File: src/logic/sdo_params.svh
// constants for the serial deserializer output control block
`ifndef SDO_PARAMS_SVH
`define SDO_PARAMS_SVH
// ---------------------------------------------------------------
// register map (byte addresses)
// ---------------------------------------------------------------
`define SDO_ADDR_CTRL 12'h000
`define SDO_ADDR_STATUS 12'h004
`define SDO_ADDR_INT_STATUS 12'h008
`define SDO_ADDR_INT_MASK 12'h00c
`define SDO_ADDR_WORD 12'h010
// ---------------------------------------------------------------
// field positions
// ---------------------------------------------------------------
`define SDO_CTRL_FORCE_UNLOCK 0
`define SDO_ST_LOCKED 0
`define SDO_ST_POWERED 1
`define SDO_ST_ENABLED 2
`define SDO_ST_LOCK_HIZ 3
`define SDO_INT_GAINED 0
`define SDO_INT_LOST 1
`define SDO_INT_WORD 2
`define SDO_INT_BITS 3
// ---------------------------------------------------------------
// framing and lock counts
// ---------------------------------------------------------------
`define SDO_DATA_BITS 10
`define SDO_FRAME_BITS 12
`define SDO_LOSS_COUNT 4
`define SDO_ACQ_COUNT 4
`define SDO_SYNC_BITS 6
`endif

File: src/logic/sdo_pkg.sv
// types shared by the serial deserializer output control block
package sdo_pkg;
	typedef enum logic [1:0] {
		SDO_ST_OFF = 2'b00,
		SDO_ST_HUNT = 2'b01,
		SDO_ST_ACQ = 2'b10,
		SDO_ST_LOCK = 2'b11
	} sdo_rx_state_t;
endpackage

File: src/logic/sdo_deserializer.sv
// receive side of an embedded-clock 10-bit serial link with apb registers
`include "sdo_params.svh"
module sdo_deserializer
	import sdo_pkg::*;
#(
	parameter int DATA_BITS = `SDO_DATA_BITS,
	parameter int LOSS_COUNT = `SDO_LOSS_COUNT,
	parameter int ACQ_COUNT = `SDO_ACQ_COUNT
) (
	input wire logic pclk, // system clock
	input wire logic presetn, // async reset, active low
	input wire logic psel, // apb select
	input wire logic penable, // apb access phase
	input wire logic pwrite, // apb direction
	input wire logic [11:0] paddr, // apb byte address
	input wire logic [31:0] pwdata, // apb write data
	output logic [31:0] prdata, // apb read data
	output logic pready, // apb ready
	output logic pslverr, // apb error on unmapped address
	output logic irq, // level interrupt
	input wire logic serial_in_pos, // serial stream, true side
	input wire logic serial_in_neg, // serial stream, inverted side
	input wire logic local_reference_clock, // reference clock, bit rate
	input wire logic strobe_edge_sel, // high: rising strobe edge
	input wire logic power_down_n, // low: power down
	input wire logic output_enable, // low: data and clock float, lock indicator floats only if locked
	output logic [DATA_BITS-1:0] parallel_data_out, // recovered word
	output logic parallel_data_oe, // data outputs driven
	output logic recovered_clock, // word rate clock
	output logic recovered_clock_oe, // recovered clock driven
	output logic lock_n, // lock indicator, active low
	output logic lock_n_oe // lock indicator driven
);
	localparam int FB = DATA_BITS + (`SDO_FRAME_BITS - `SDO_DATA_BITS);
	localparam logic [3:0] LAST_BIT = 4'(FB - 1);
	localparam logic [3:0] HALF_BIT = 4'(FB / 2);
	localparam logic [2:0] LOSS_LAST = 3'(LOSS_COUNT - 1);
	localparam logic [2:0] ACQ_LAST = 3'(ACQ_COUNT - 1);
	if (DATA_BITS != `SDO_DATA_BITS || LOSS_COUNT < 1 || LOSS_COUNT > 7 || ACQ_COUNT < 1 || ACQ_COUNT > 7)
		$error("sdo_deserializer: unsupported parameter values");

	// window holds a whole frame, oldest bit in the lsb: leading one, trailing zero
	function automatic logic frame_ok(input logic [FB-1:0] w, input logic bad);
		frame_ok = w[0] && !w[FB-1] && !bad;
	endfunction
	// ---------------------------------------------------------------
	// input synchronisers
	// ---------------------------------------------------------------
	logic [`SDO_SYNC_BITS-1:0] raw, s1_q, s2_q;
	logic ref_prev_q, oe_prev_q;
	logic pos_s, neg_s, ref_s, sel_s, pdn_s, oe_s, ref_rise, oe_fell;

	assign raw = {serial_in_pos, serial_in_neg, local_reference_clock, strobe_edge_sel, power_down_n, output_enable};
	assign {pos_s, neg_s, ref_s, sel_s, pdn_s, oe_s} = s2_q;
	assign ref_rise = ref_s && !ref_prev_q;
	assign oe_fell = oe_prev_q && !oe_s;

	// two flops before any logic, then edge history
	always_ff @(posedge pclk or negedge presetn) begin
		if (!presetn) begin
			s1_q <= '0;
			s2_q <= '0;
			ref_prev_q <= 1'b0;
			oe_prev_q <= 1'b0;
		end else begin
			s1_q <= raw;
			s2_q <= s1_q;
			ref_prev_q <= ref_s;
			oe_prev_q <= oe_s;
		end
	end
	// ---------------------------------------------------------------
	// frame recovery and lock tracking
	// ---------------------------------------------------------------
	sdo_rx_state_t st_q, st_d;
	logic [FB-1:0] win_q, win_d;
	logic [3:0] bit_q, bit_d;
	logic [2:0] cnt_q, cnt_d;
	logic bad_q, bad_d;
	logic [DATA_BITS-1:0] word_q, word_d;
	logic word_ev, gained_ev, lost_ev, force_unlock;
	logic [FB-1:0] nwin;
	logic nbad;

	// shift serial bits on each reference rise and judge whole frames
	always_comb begin
		st_d = st_q;
		win_d = win_q;
		bit_d = bit_q;
		cnt_d = cnt_q;
		bad_d = bad_q;
		word_d = word_q;
		word_ev = 1'b0;
		gained_ev = 1'b0;
		lost_ev = 1'b0;
		nwin = {pos_s, win_q[FB-1:1]}; // oldest bit falls to the lsb, d0 lands in word bit 0
		nbad = bad_q || (pos_s == neg_s); // no differential activity
		if (!pdn_s) begin
			st_d = SDO_ST_OFF;
			bit_d = '0;
			cnt_d = '0;
			bad_d = 1'b0;
			lost_ev = (st_q == SDO_ST_LOCK);
		end else if (force_unlock) begin
			st_d = SDO_ST_HUNT;
			cnt_d = '0;
			lost_ev = (st_q == SDO_ST_LOCK);
		end else if (ref_rise) begin
			win_d = nwin;
			bit_d = (bit_q == LAST_BIT) ? 4'h0 : bit_q + 4'h1;
			bad_d = (bit_q == LAST_BIT) ? 1'b0 : nbad;
			case (st_q)
				SDO_ST_OFF, SDO_ST_HUNT: begin
					// random lock: align on the first window that looks framed
					st_d = SDO_ST_HUNT;
					if (frame_ok(nwin, pos_s == neg_s)) begin
						st_d = SDO_ST_ACQ;
						bit_d = '0;
						bad_d = 1'b0;
						cnt_d = '0;
					end
				end
				SDO_ST_ACQ: begin
					if (bit_q == LAST_BIT) begin
						if (!frame_ok(nwin, nbad)) begin
							st_d = SDO_ST_HUNT;
						end else if (cnt_q == ACQ_LAST) begin
							st_d = SDO_ST_LOCK;
							cnt_d = '0;
							gained_ev = 1'b1;
						end else begin
							cnt_d = cnt_q + 3'h1;
						end
					end
				end
				SDO_ST_LOCK: begin
					if (bit_q == LAST_BIT) begin
						if (frame_ok(nwin, nbad)) begin
							cnt_d = '0;
							word_d = nwin[FB-2:1];
							word_ev = 1'b1;
						end else if (cnt_q == LOSS_LAST) begin
							st_d = SDO_ST_HUNT;
							cnt_d = '0;
							lost_ev = 1'b1;
						end else begin
							cnt_d = cnt_q + 3'h1;
						end
					end
				end
				default: st_d = SDO_ST_OFF;
			endcase
		end
	end

	always_ff @(posedge pclk or negedge presetn) begin
		if (!presetn) begin
			st_q <= SDO_ST_OFF;
			win_q <= '0;
			bit_q <= '0;
			cnt_q <= '0;
			bad_q <= 1'b0;
			word_q <= '0;
		end else begin
			st_q <= st_d;
			win_q <= win_d;
			bit_q <= bit_d;
			cnt_q <= cnt_d;
			bad_q <= bad_d;
			word_q <= word_d;
		end
	end
	// ---------------------------------------------------------------
	// output pins and enables
	// ---------------------------------------------------------------
	logic locked, pend_q, pend_d, hiz_q, hiz_d;
	logic rclk_d, doe_d, lock_n_d, loe_d;
	assign locked = (st_q == SDO_ST_LOCK);

	// clock low half after a word update, inverted for falling strobe
	always_comb begin
		rclk_d = (bit_d >= HALF_BIT) ^ !sel_s;
		doe_d = pdn_s && oe_s && locked;
		lock_n_d = !locked;
		pend_d = pend_q;
		hiz_d = hiz_q;
		if (!pdn_s || oe_s) begin
			pend_d = 1'b0;
			hiz_d = 1'b0;
		end else if (oe_fell) begin
			pend_d = locked;
		end else if (pend_q && ref_rise) begin
			pend_d = 1'b0;
			hiz_d = 1'b1;
		end
		loe_d = pdn_s && !hiz_d;
	end

	always_ff @(posedge pclk or negedge presetn) begin
		if (!presetn) begin
			parallel_data_out <= '0;
			recovered_clock <= 1'b0;
			parallel_data_oe <= 1'b0;
			recovered_clock_oe <= 1'b0;
			lock_n <= 1'b1;
			lock_n_oe <= 1'b0;
			pend_q <= 1'b0;
			hiz_q <= 1'b0;
		end else begin
			parallel_data_out <= word_d;
			recovered_clock <= rclk_d;
			parallel_data_oe <= doe_d;
			recovered_clock_oe <= doe_d;
			lock_n <= lock_n_d;
			lock_n_oe <= loe_d;
			pend_q <= pend_d;
			hiz_q <= hiz_d;
		end
	end
	// ---------------------------------------------------------------
	// apb registers and interrupt
	// ---------------------------------------------------------------
	logic ctrl_q, ctrl_d;
	logic [`SDO_INT_BITS-1:0] ist_q, ist_d, imask_q, imask_d, icap_q, icap_d, iset;
	logic [31:0] rd_q, rd_d, rdmux;
	logic setup, access, mapped, wr, rd_int;

	assign force_unlock = ctrl_q;
	assign setup = psel && !penable;
	assign access = psel && penable;
	assign mapped = paddr == `SDO_ADDR_CTRL || paddr == `SDO_ADDR_STATUS || paddr == `SDO_ADDR_INT_STATUS
		|| paddr == `SDO_ADDR_INT_MASK || paddr == `SDO_ADDR_WORD;
	assign pready = access;
	assign pslverr = access && !mapped;
	assign prdata = rd_q;
	assign irq = |(ist_q & imask_q);
	assign iset = {word_ev, lost_ev, gained_ev};
	assign wr = access && pwrite;
	assign rd_int = access && !pwrite && paddr == `SDO_ADDR_INT_STATUS;

	// read data captured in setup; read clears only captured bits, set wins
	always_comb begin
		rdmux = 32'h0000_0000;
		case (paddr)
			`SDO_ADDR_CTRL: rdmux[`SDO_CTRL_FORCE_UNLOCK] = ctrl_q;
			`SDO_ADDR_STATUS: rdmux[`SDO_ST_LOCK_HIZ:`SDO_ST_LOCKED] = {hiz_q, oe_s, pdn_s, locked};
			`SDO_ADDR_INT_STATUS: rdmux[`SDO_INT_BITS-1:0] = ist_q;
			`SDO_ADDR_INT_MASK: rdmux[`SDO_INT_BITS-1:0] = imask_q;
			`SDO_ADDR_WORD: rdmux[DATA_BITS-1:0] = word_q;
			default: rdmux = 32'h0000_0000;
		endcase
		rd_d = setup ? rdmux : rd_q;
		icap_d = setup ? ist_q : icap_q;
		ctrl_d = (wr && paddr == `SDO_ADDR_CTRL) ? pwdata[`SDO_CTRL_FORCE_UNLOCK] : ctrl_q;
		imask_d = (wr && paddr == `SDO_ADDR_INT_MASK) ? pwdata[`SDO_INT_BITS-1:0] : imask_q;
		ist_d = (rd_int ? (ist_q & ~icap_q) : ist_q) | iset;
	end

	always_ff @(posedge pclk or negedge presetn) begin
		if (!presetn) begin
			ctrl_q <= 1'b0;
			imask_q <= '0;
			ist_q <= '0;
			icap_q <= '0;
			rd_q <= 32'h0000_0000;
		end else begin
			ctrl_q <= ctrl_d;
			imask_q <= imask_d;
			ist_q <= ist_d;
			icap_q <= icap_d;
			rd_q <= rd_d;
		end
	end
	// ---------------------------------------------------------------
	// assertions
	// ---------------------------------------------------------------
	property p_strobe_edge;
		@(posedge pclk) disable iff (!presetn)
		(parallel_data_out != $past(parallel_data_out)) |-> recovered_clock == !$past(sel_s);
	endproperty
	a_strobe_edge: assert property (p_strobe_edge) else $error("data changed on wrong strobe phase");
	property p_power_down;
		@(posedge pclk) disable iff (!presetn)
		!pdn_s |=> !parallel_data_oe && !recovered_clock_oe && !lock_n_oe && st_q == SDO_ST_OFF;
	endproperty
	a_power_down: assert property (p_power_down) else $error("outputs driven in power down");
	property p_lock_ind;
		@(posedge pclk) disable iff (!presetn)
		##1 lock_n == ($past(st_q) != SDO_ST_LOCK);
	endproperty
	a_lock_ind: assert property (p_lock_ind) else $error("lock indicator disagrees with lock");
	property p_oe_float;
		@(posedge pclk) disable iff (!presetn)
		!oe_s |=> !parallel_data_oe && !recovered_clock_oe;
	endproperty
	a_oe_float: assert property (p_oe_float) else $error("outputs driven with enable low");
	property p_lock_float;
		@(posedge pclk) disable iff (!presetn)
		(oe_fell && locked && pdn_s) ##1 (!oe_s && pdn_s)[*8] ##[0:8] (!oe_s && pdn_s && ref_rise) |=> ##1 !lock_n_oe;
	endproperty
	a_lock_float: assert property (p_lock_float) else $error("lock indicator not floated");
	property p_unlock_drive;
		@(posedge pclk) disable iff (!presetn)
		(!oe_s && pdn_s && !locked && !pend_q && !hiz_q) |=> lock_n_oe && lock_n;
	endproperty
	a_unlock_drive: assert property (p_unlock_drive) else $error("unlocked indicator not driven high");
	property p_word_boundary;
		@(posedge pclk) disable iff (!presetn)
		(word_q != $past(word_q)) |-> $past(bit_q) == LAST_BIT && $past(ref_rise);
	endproperty
	a_word_boundary: assert property (p_word_boundary) else $error("word updated off frame boundary");
	property p_loss_count;
		@(posedge pclk) disable iff (!presetn)
		(st_q == SDO_ST_HUNT && $past(st_q) == SDO_ST_LOCK && $past(pdn_s) && !$past(ctrl_q))
			|-> $past(cnt_q) == LOSS_LAST;
	endproperty
	a_loss_count: assert property (p_loss_count) else $error("lock lost before four bad words");
	property p_data_float;
		@(posedge pclk) disable iff (!presetn)
		!locked |=> !parallel_data_oe;
	endproperty
	a_data_float: assert property (p_data_float) else $error("data driven while unlocked");
endmodule

File: config.mk
export PLATFORM = sky130hd
export DESIGN_NAME = sdo_deserializer
export DESIGN_NICKNAME = d
export VERILOG_FILES = /design/src/logic/sdo_pkg.sv /design/src/logic/sdo_deserializer.sv
export VERILOG_INCLUDE_DIRS = /design/src /design/src/logic
export SDC_FILE = /design/constraint.sdc
export NUM_CORES = 1
export LEC_CHECK = 0
export BUFFER_PORTS_ARGS = -buffer_cell sky130_fd_sc_hd__buf_2
export CORE_ASPECT_RATIO = 1.2
export CORE_MARGIN = 8
export CORE_UTILIZATION = 50
export DETAILED_ROUTE_END_ITERATION = 12
export PLACE_DENSITY = 0.85
export SYNTH_ARGS = -nofsm -noshare
export SYNTH_HDL_FRONTEND = slang
export SYNTH_SLANG_ARGS = --single-unit
File: constraint.sdc
create_clock -name pclk -period 3.28 [get_ports pclk]
set_input_delay 0.492 -clock pclk [delete_from_list [all_inputs] [get_ports pclk]]
set_output_delay 0.492 -clock pclk [all_outputs]
set_load 0.005 [all_outputs]
==> impl_metrics.ini <==
[placement]
dp_hpwl_um = 4810
postPlaceCellArea_um2 = 3460
place_ws_ps = 1020
place.port_buffers = 53
globalplace.congestion = 0.838

[worst_hold_path]
hold_start = local_reference_clock
min_to = s1_q[3]
hp-class = in -> reg
holdPathStages = 1

[timing]
fin_crit_sh_pct = 66.8
slew_headroom_pct = 54.8
rsz0062_at_grt = false
max_freq_mhz = 456
finalMaxSlewViolations = 0
fin_crit_ps = 2190
worstMarginPinSlew_ps = 673
hold_viol = 0
clock_skew_ps = 8.47
final.setup.tns_ps = 0
final-setup-viol-count = 0
setup_slack_ps = 1090
hold_ws_ps = 252

[worst_setup_path]
worstPathArrival_ps = 2410
critPathLaunchType = flop
endpoint_kind = flop
reg2reg_depth = 5
timing.rr.start = ctrl_q
reg2reg_slack_ps = 1090
path_class = reg -> reg
crit_chain = or3b_1 -> or4_1 -> a31oi_2 -> a211oi_1 -> xor2_1
slowest_stage = or3b_1
cp_data_required_time_ps = 3500
r2r-end = recovered_clock
worstPathMaxFanout = 12
slowest_delay_ps = 570

[clocking]
clockRootBuffer = clkbuf_8
clock_path_buffers = 2
cts_tree = done
worst_skew_pair.late_latency_ps = 350
cts_max_level = 3
clk_pin_slew_ps = 70
cts_setup_buffers = 0
numClockSinks = 71
cts_inserted_buffers = 9
cts_resized = 0

[detailed_routing]
route.detailed.drc = 0
via_count = 2192
drt_iter0_drc = 104
drtAntennaViolNets = 0
vias_per_cell = 5.22
wl_um = 6370
drt_first_pass_iters = 4
routedWlPerCell_um = 15.2

[power_and_ir_drop]
p_leak_nw = 1.85
powerDensity_nw_per_um2 = 526
ir_drop_mv = 0.254

[yosys]
ys_seq_area_share_pct = 55.7
yosysWarnings = 0
syn_area_per_cell_um2 = 11.7
synth_compound_area_share_pct = 10.0
yosys.area_share.adder_pct = 1.10
synth_xor_xnor_area_share_pct = 0.549
yosys_register_bits = 71
synth-main-ff-cell = dfrtp_1
muxShareOfSynthArea_pct = 10.9
synth-edff-count = 0
syn_area_um2 = 3190
synth_top_family_by_area = simple AND/OR/NAND/NOR gates
ys_async_sr_fraction_pct = 100
synth_cell_types = 49
syn_inst = 273
synth-simple-area-share_pct = 14.3

[global_route]
antenna_found_initial = 0
grt_first_pass_wirelength_um = 10100
grt_max_degree = 41
grt_use_total_pct = 14.1
overflow = 0
first_global_vias = 2208

[layout]
final_area_um2 = 3710
area_growth_pct = 16.3
antenna_cells = 0
num-nets-final = 387
drive_gt1_share_pct = 32.2

[floorplan]
die_y_um = 104
initial_core_util_pct = 50.8
die_area_um2 = 9210
rows = 32
io_pins = 105
core-area_um2 = 6290
die_w_um = 88.9

[run]
max_cap_viol_count = 0

[outcome]
status = finished, final reports clean
[worst max path at each step]
stage          depth (start not counted)      from                   end
2_1_floorplan                          5    ctrl_q  parallel_data_out[0]
3_3_place_gp                           6  paddr[5]              ist_q[0]
3_5_place_dp                           6  paddr[5]              ist_q[0]
4_1_cts                                5    ctrl_q       recovered_clock
5_1_grt                                5    ctrl_q       recovered_clock
6_report                               5    ctrl_q       recovered_clock
[layout by cell type, fill, tap and decap left out, types with 8 or more instances in the layout]
master	instances
a21oi_1	9
clkbuf_8	10
buf_2	53
nor2b_1	10
dfrtp_1	70
nand3_1	8
o21ai_0	11
nor2_1	13
nand2_1	18
conb_1	22
mux2_2	30
[flip-flops by register name, summed over array words and instances, names as in the netlist, 4 cells and up]
signal	flops
bit_q	4
parallel_data_out	10
prdata	10
s1_q	6
s2_q	6
win_q	11
[cell usage after synthesis (all sizes together), types with 2 or more instances]
cell type / instances / share of area, %
a21oi: 9 / 1.4
and3: 2 / 0.39
or3: 2 / 0.39
nor4: 2 / 0.59
and3b: 2 / 0.55
buf: 25 / 5.8
a31oi: 2 / 0.59
nand2: 18 / 2.1
nor3: 6 / 0.94
a211oi: 2 / 0.47
nand3: 8 / 1.3
mux2: 30 / 11
nand2b: 5 / 0.98
a22oi: 2 / 0.47
nor2: 13 / 1.5
dfrtp: 70 / 55
nor2b: 10 / 2.0
a21boi: 2 / 0.47
inv: 5 / 0.59
a22o: 7 / 1.9
o31ai: 2 / 0.47
clkbuf: 8 / 0.94
o21ai: 11 / 1.7
ha: 2 / 0.78
xor2: 2 / 0.55
nand4bb: 3 / 1.1
o41ai: 2 / 0.55
nand3b: 3 / 0.71
[power breakdown]
group          internal, W  switching [W]  leakage (nW)
Combinational    0.0000665      0.0000679         0.793
Clock             0.000523       0.000314         0.122
Sequential        0.000935      0.0000462         0.937
[timing repair]
action                                  CTS  global route
hold buffers                              1             0
hold endpoints to repair                  1             0
endpoints found under the setup margin    0             0
[cells by family after synthesis]
kind of cell / after synthesis
xor+xnor: 2
flops: 71
fa+ha+maj: 3
simple gates: 81
other cells: 1
mux: 31
buf+inv: 38
compound gates: 46
[metal layers]
| metal | GRT usage (%) | share of wire, % | vias up |
|---|---|---|---|
| met3 | 5.06 | 9.2 | 15 |
| met4 | 6.67 | 2.5 | 0 |
| met5 | 0 | 0 | - |
| met1 | 15.8 | 40 | 1059 |
| met2 | 22.8 | 48 | 77 |
| li1 | - | - | 1041 |
[critical path, delay by kind of cell, from the launching register on]
family | cells | cell delay [ps]
flops | 1 | 450
simple gates | 2 | 1110
xor+xnor | 1 | 160
compound gates | 2 | 340
[layout make-up]
class	count	area, um2
clock buffer	10	138
clock inverter	6	108
fill	527	2570
inverter	5	18.8
multi-input combinational	185	1260
sequential	71	1780
tap	85	106
timing repair buffer	58	305
[per-stage QoR]
stage	power (W)	util, %	cells
after global routing	0.00204	59.1	420
after global placement	0.00112	55.0	403
after detailed placement	0.00113	55.0	403
final	0.00195	59.1	420
after CTS	0.00198	59.1	420
after floorplan	0.00108	-	294
Power figures use the tool's default switching activity.
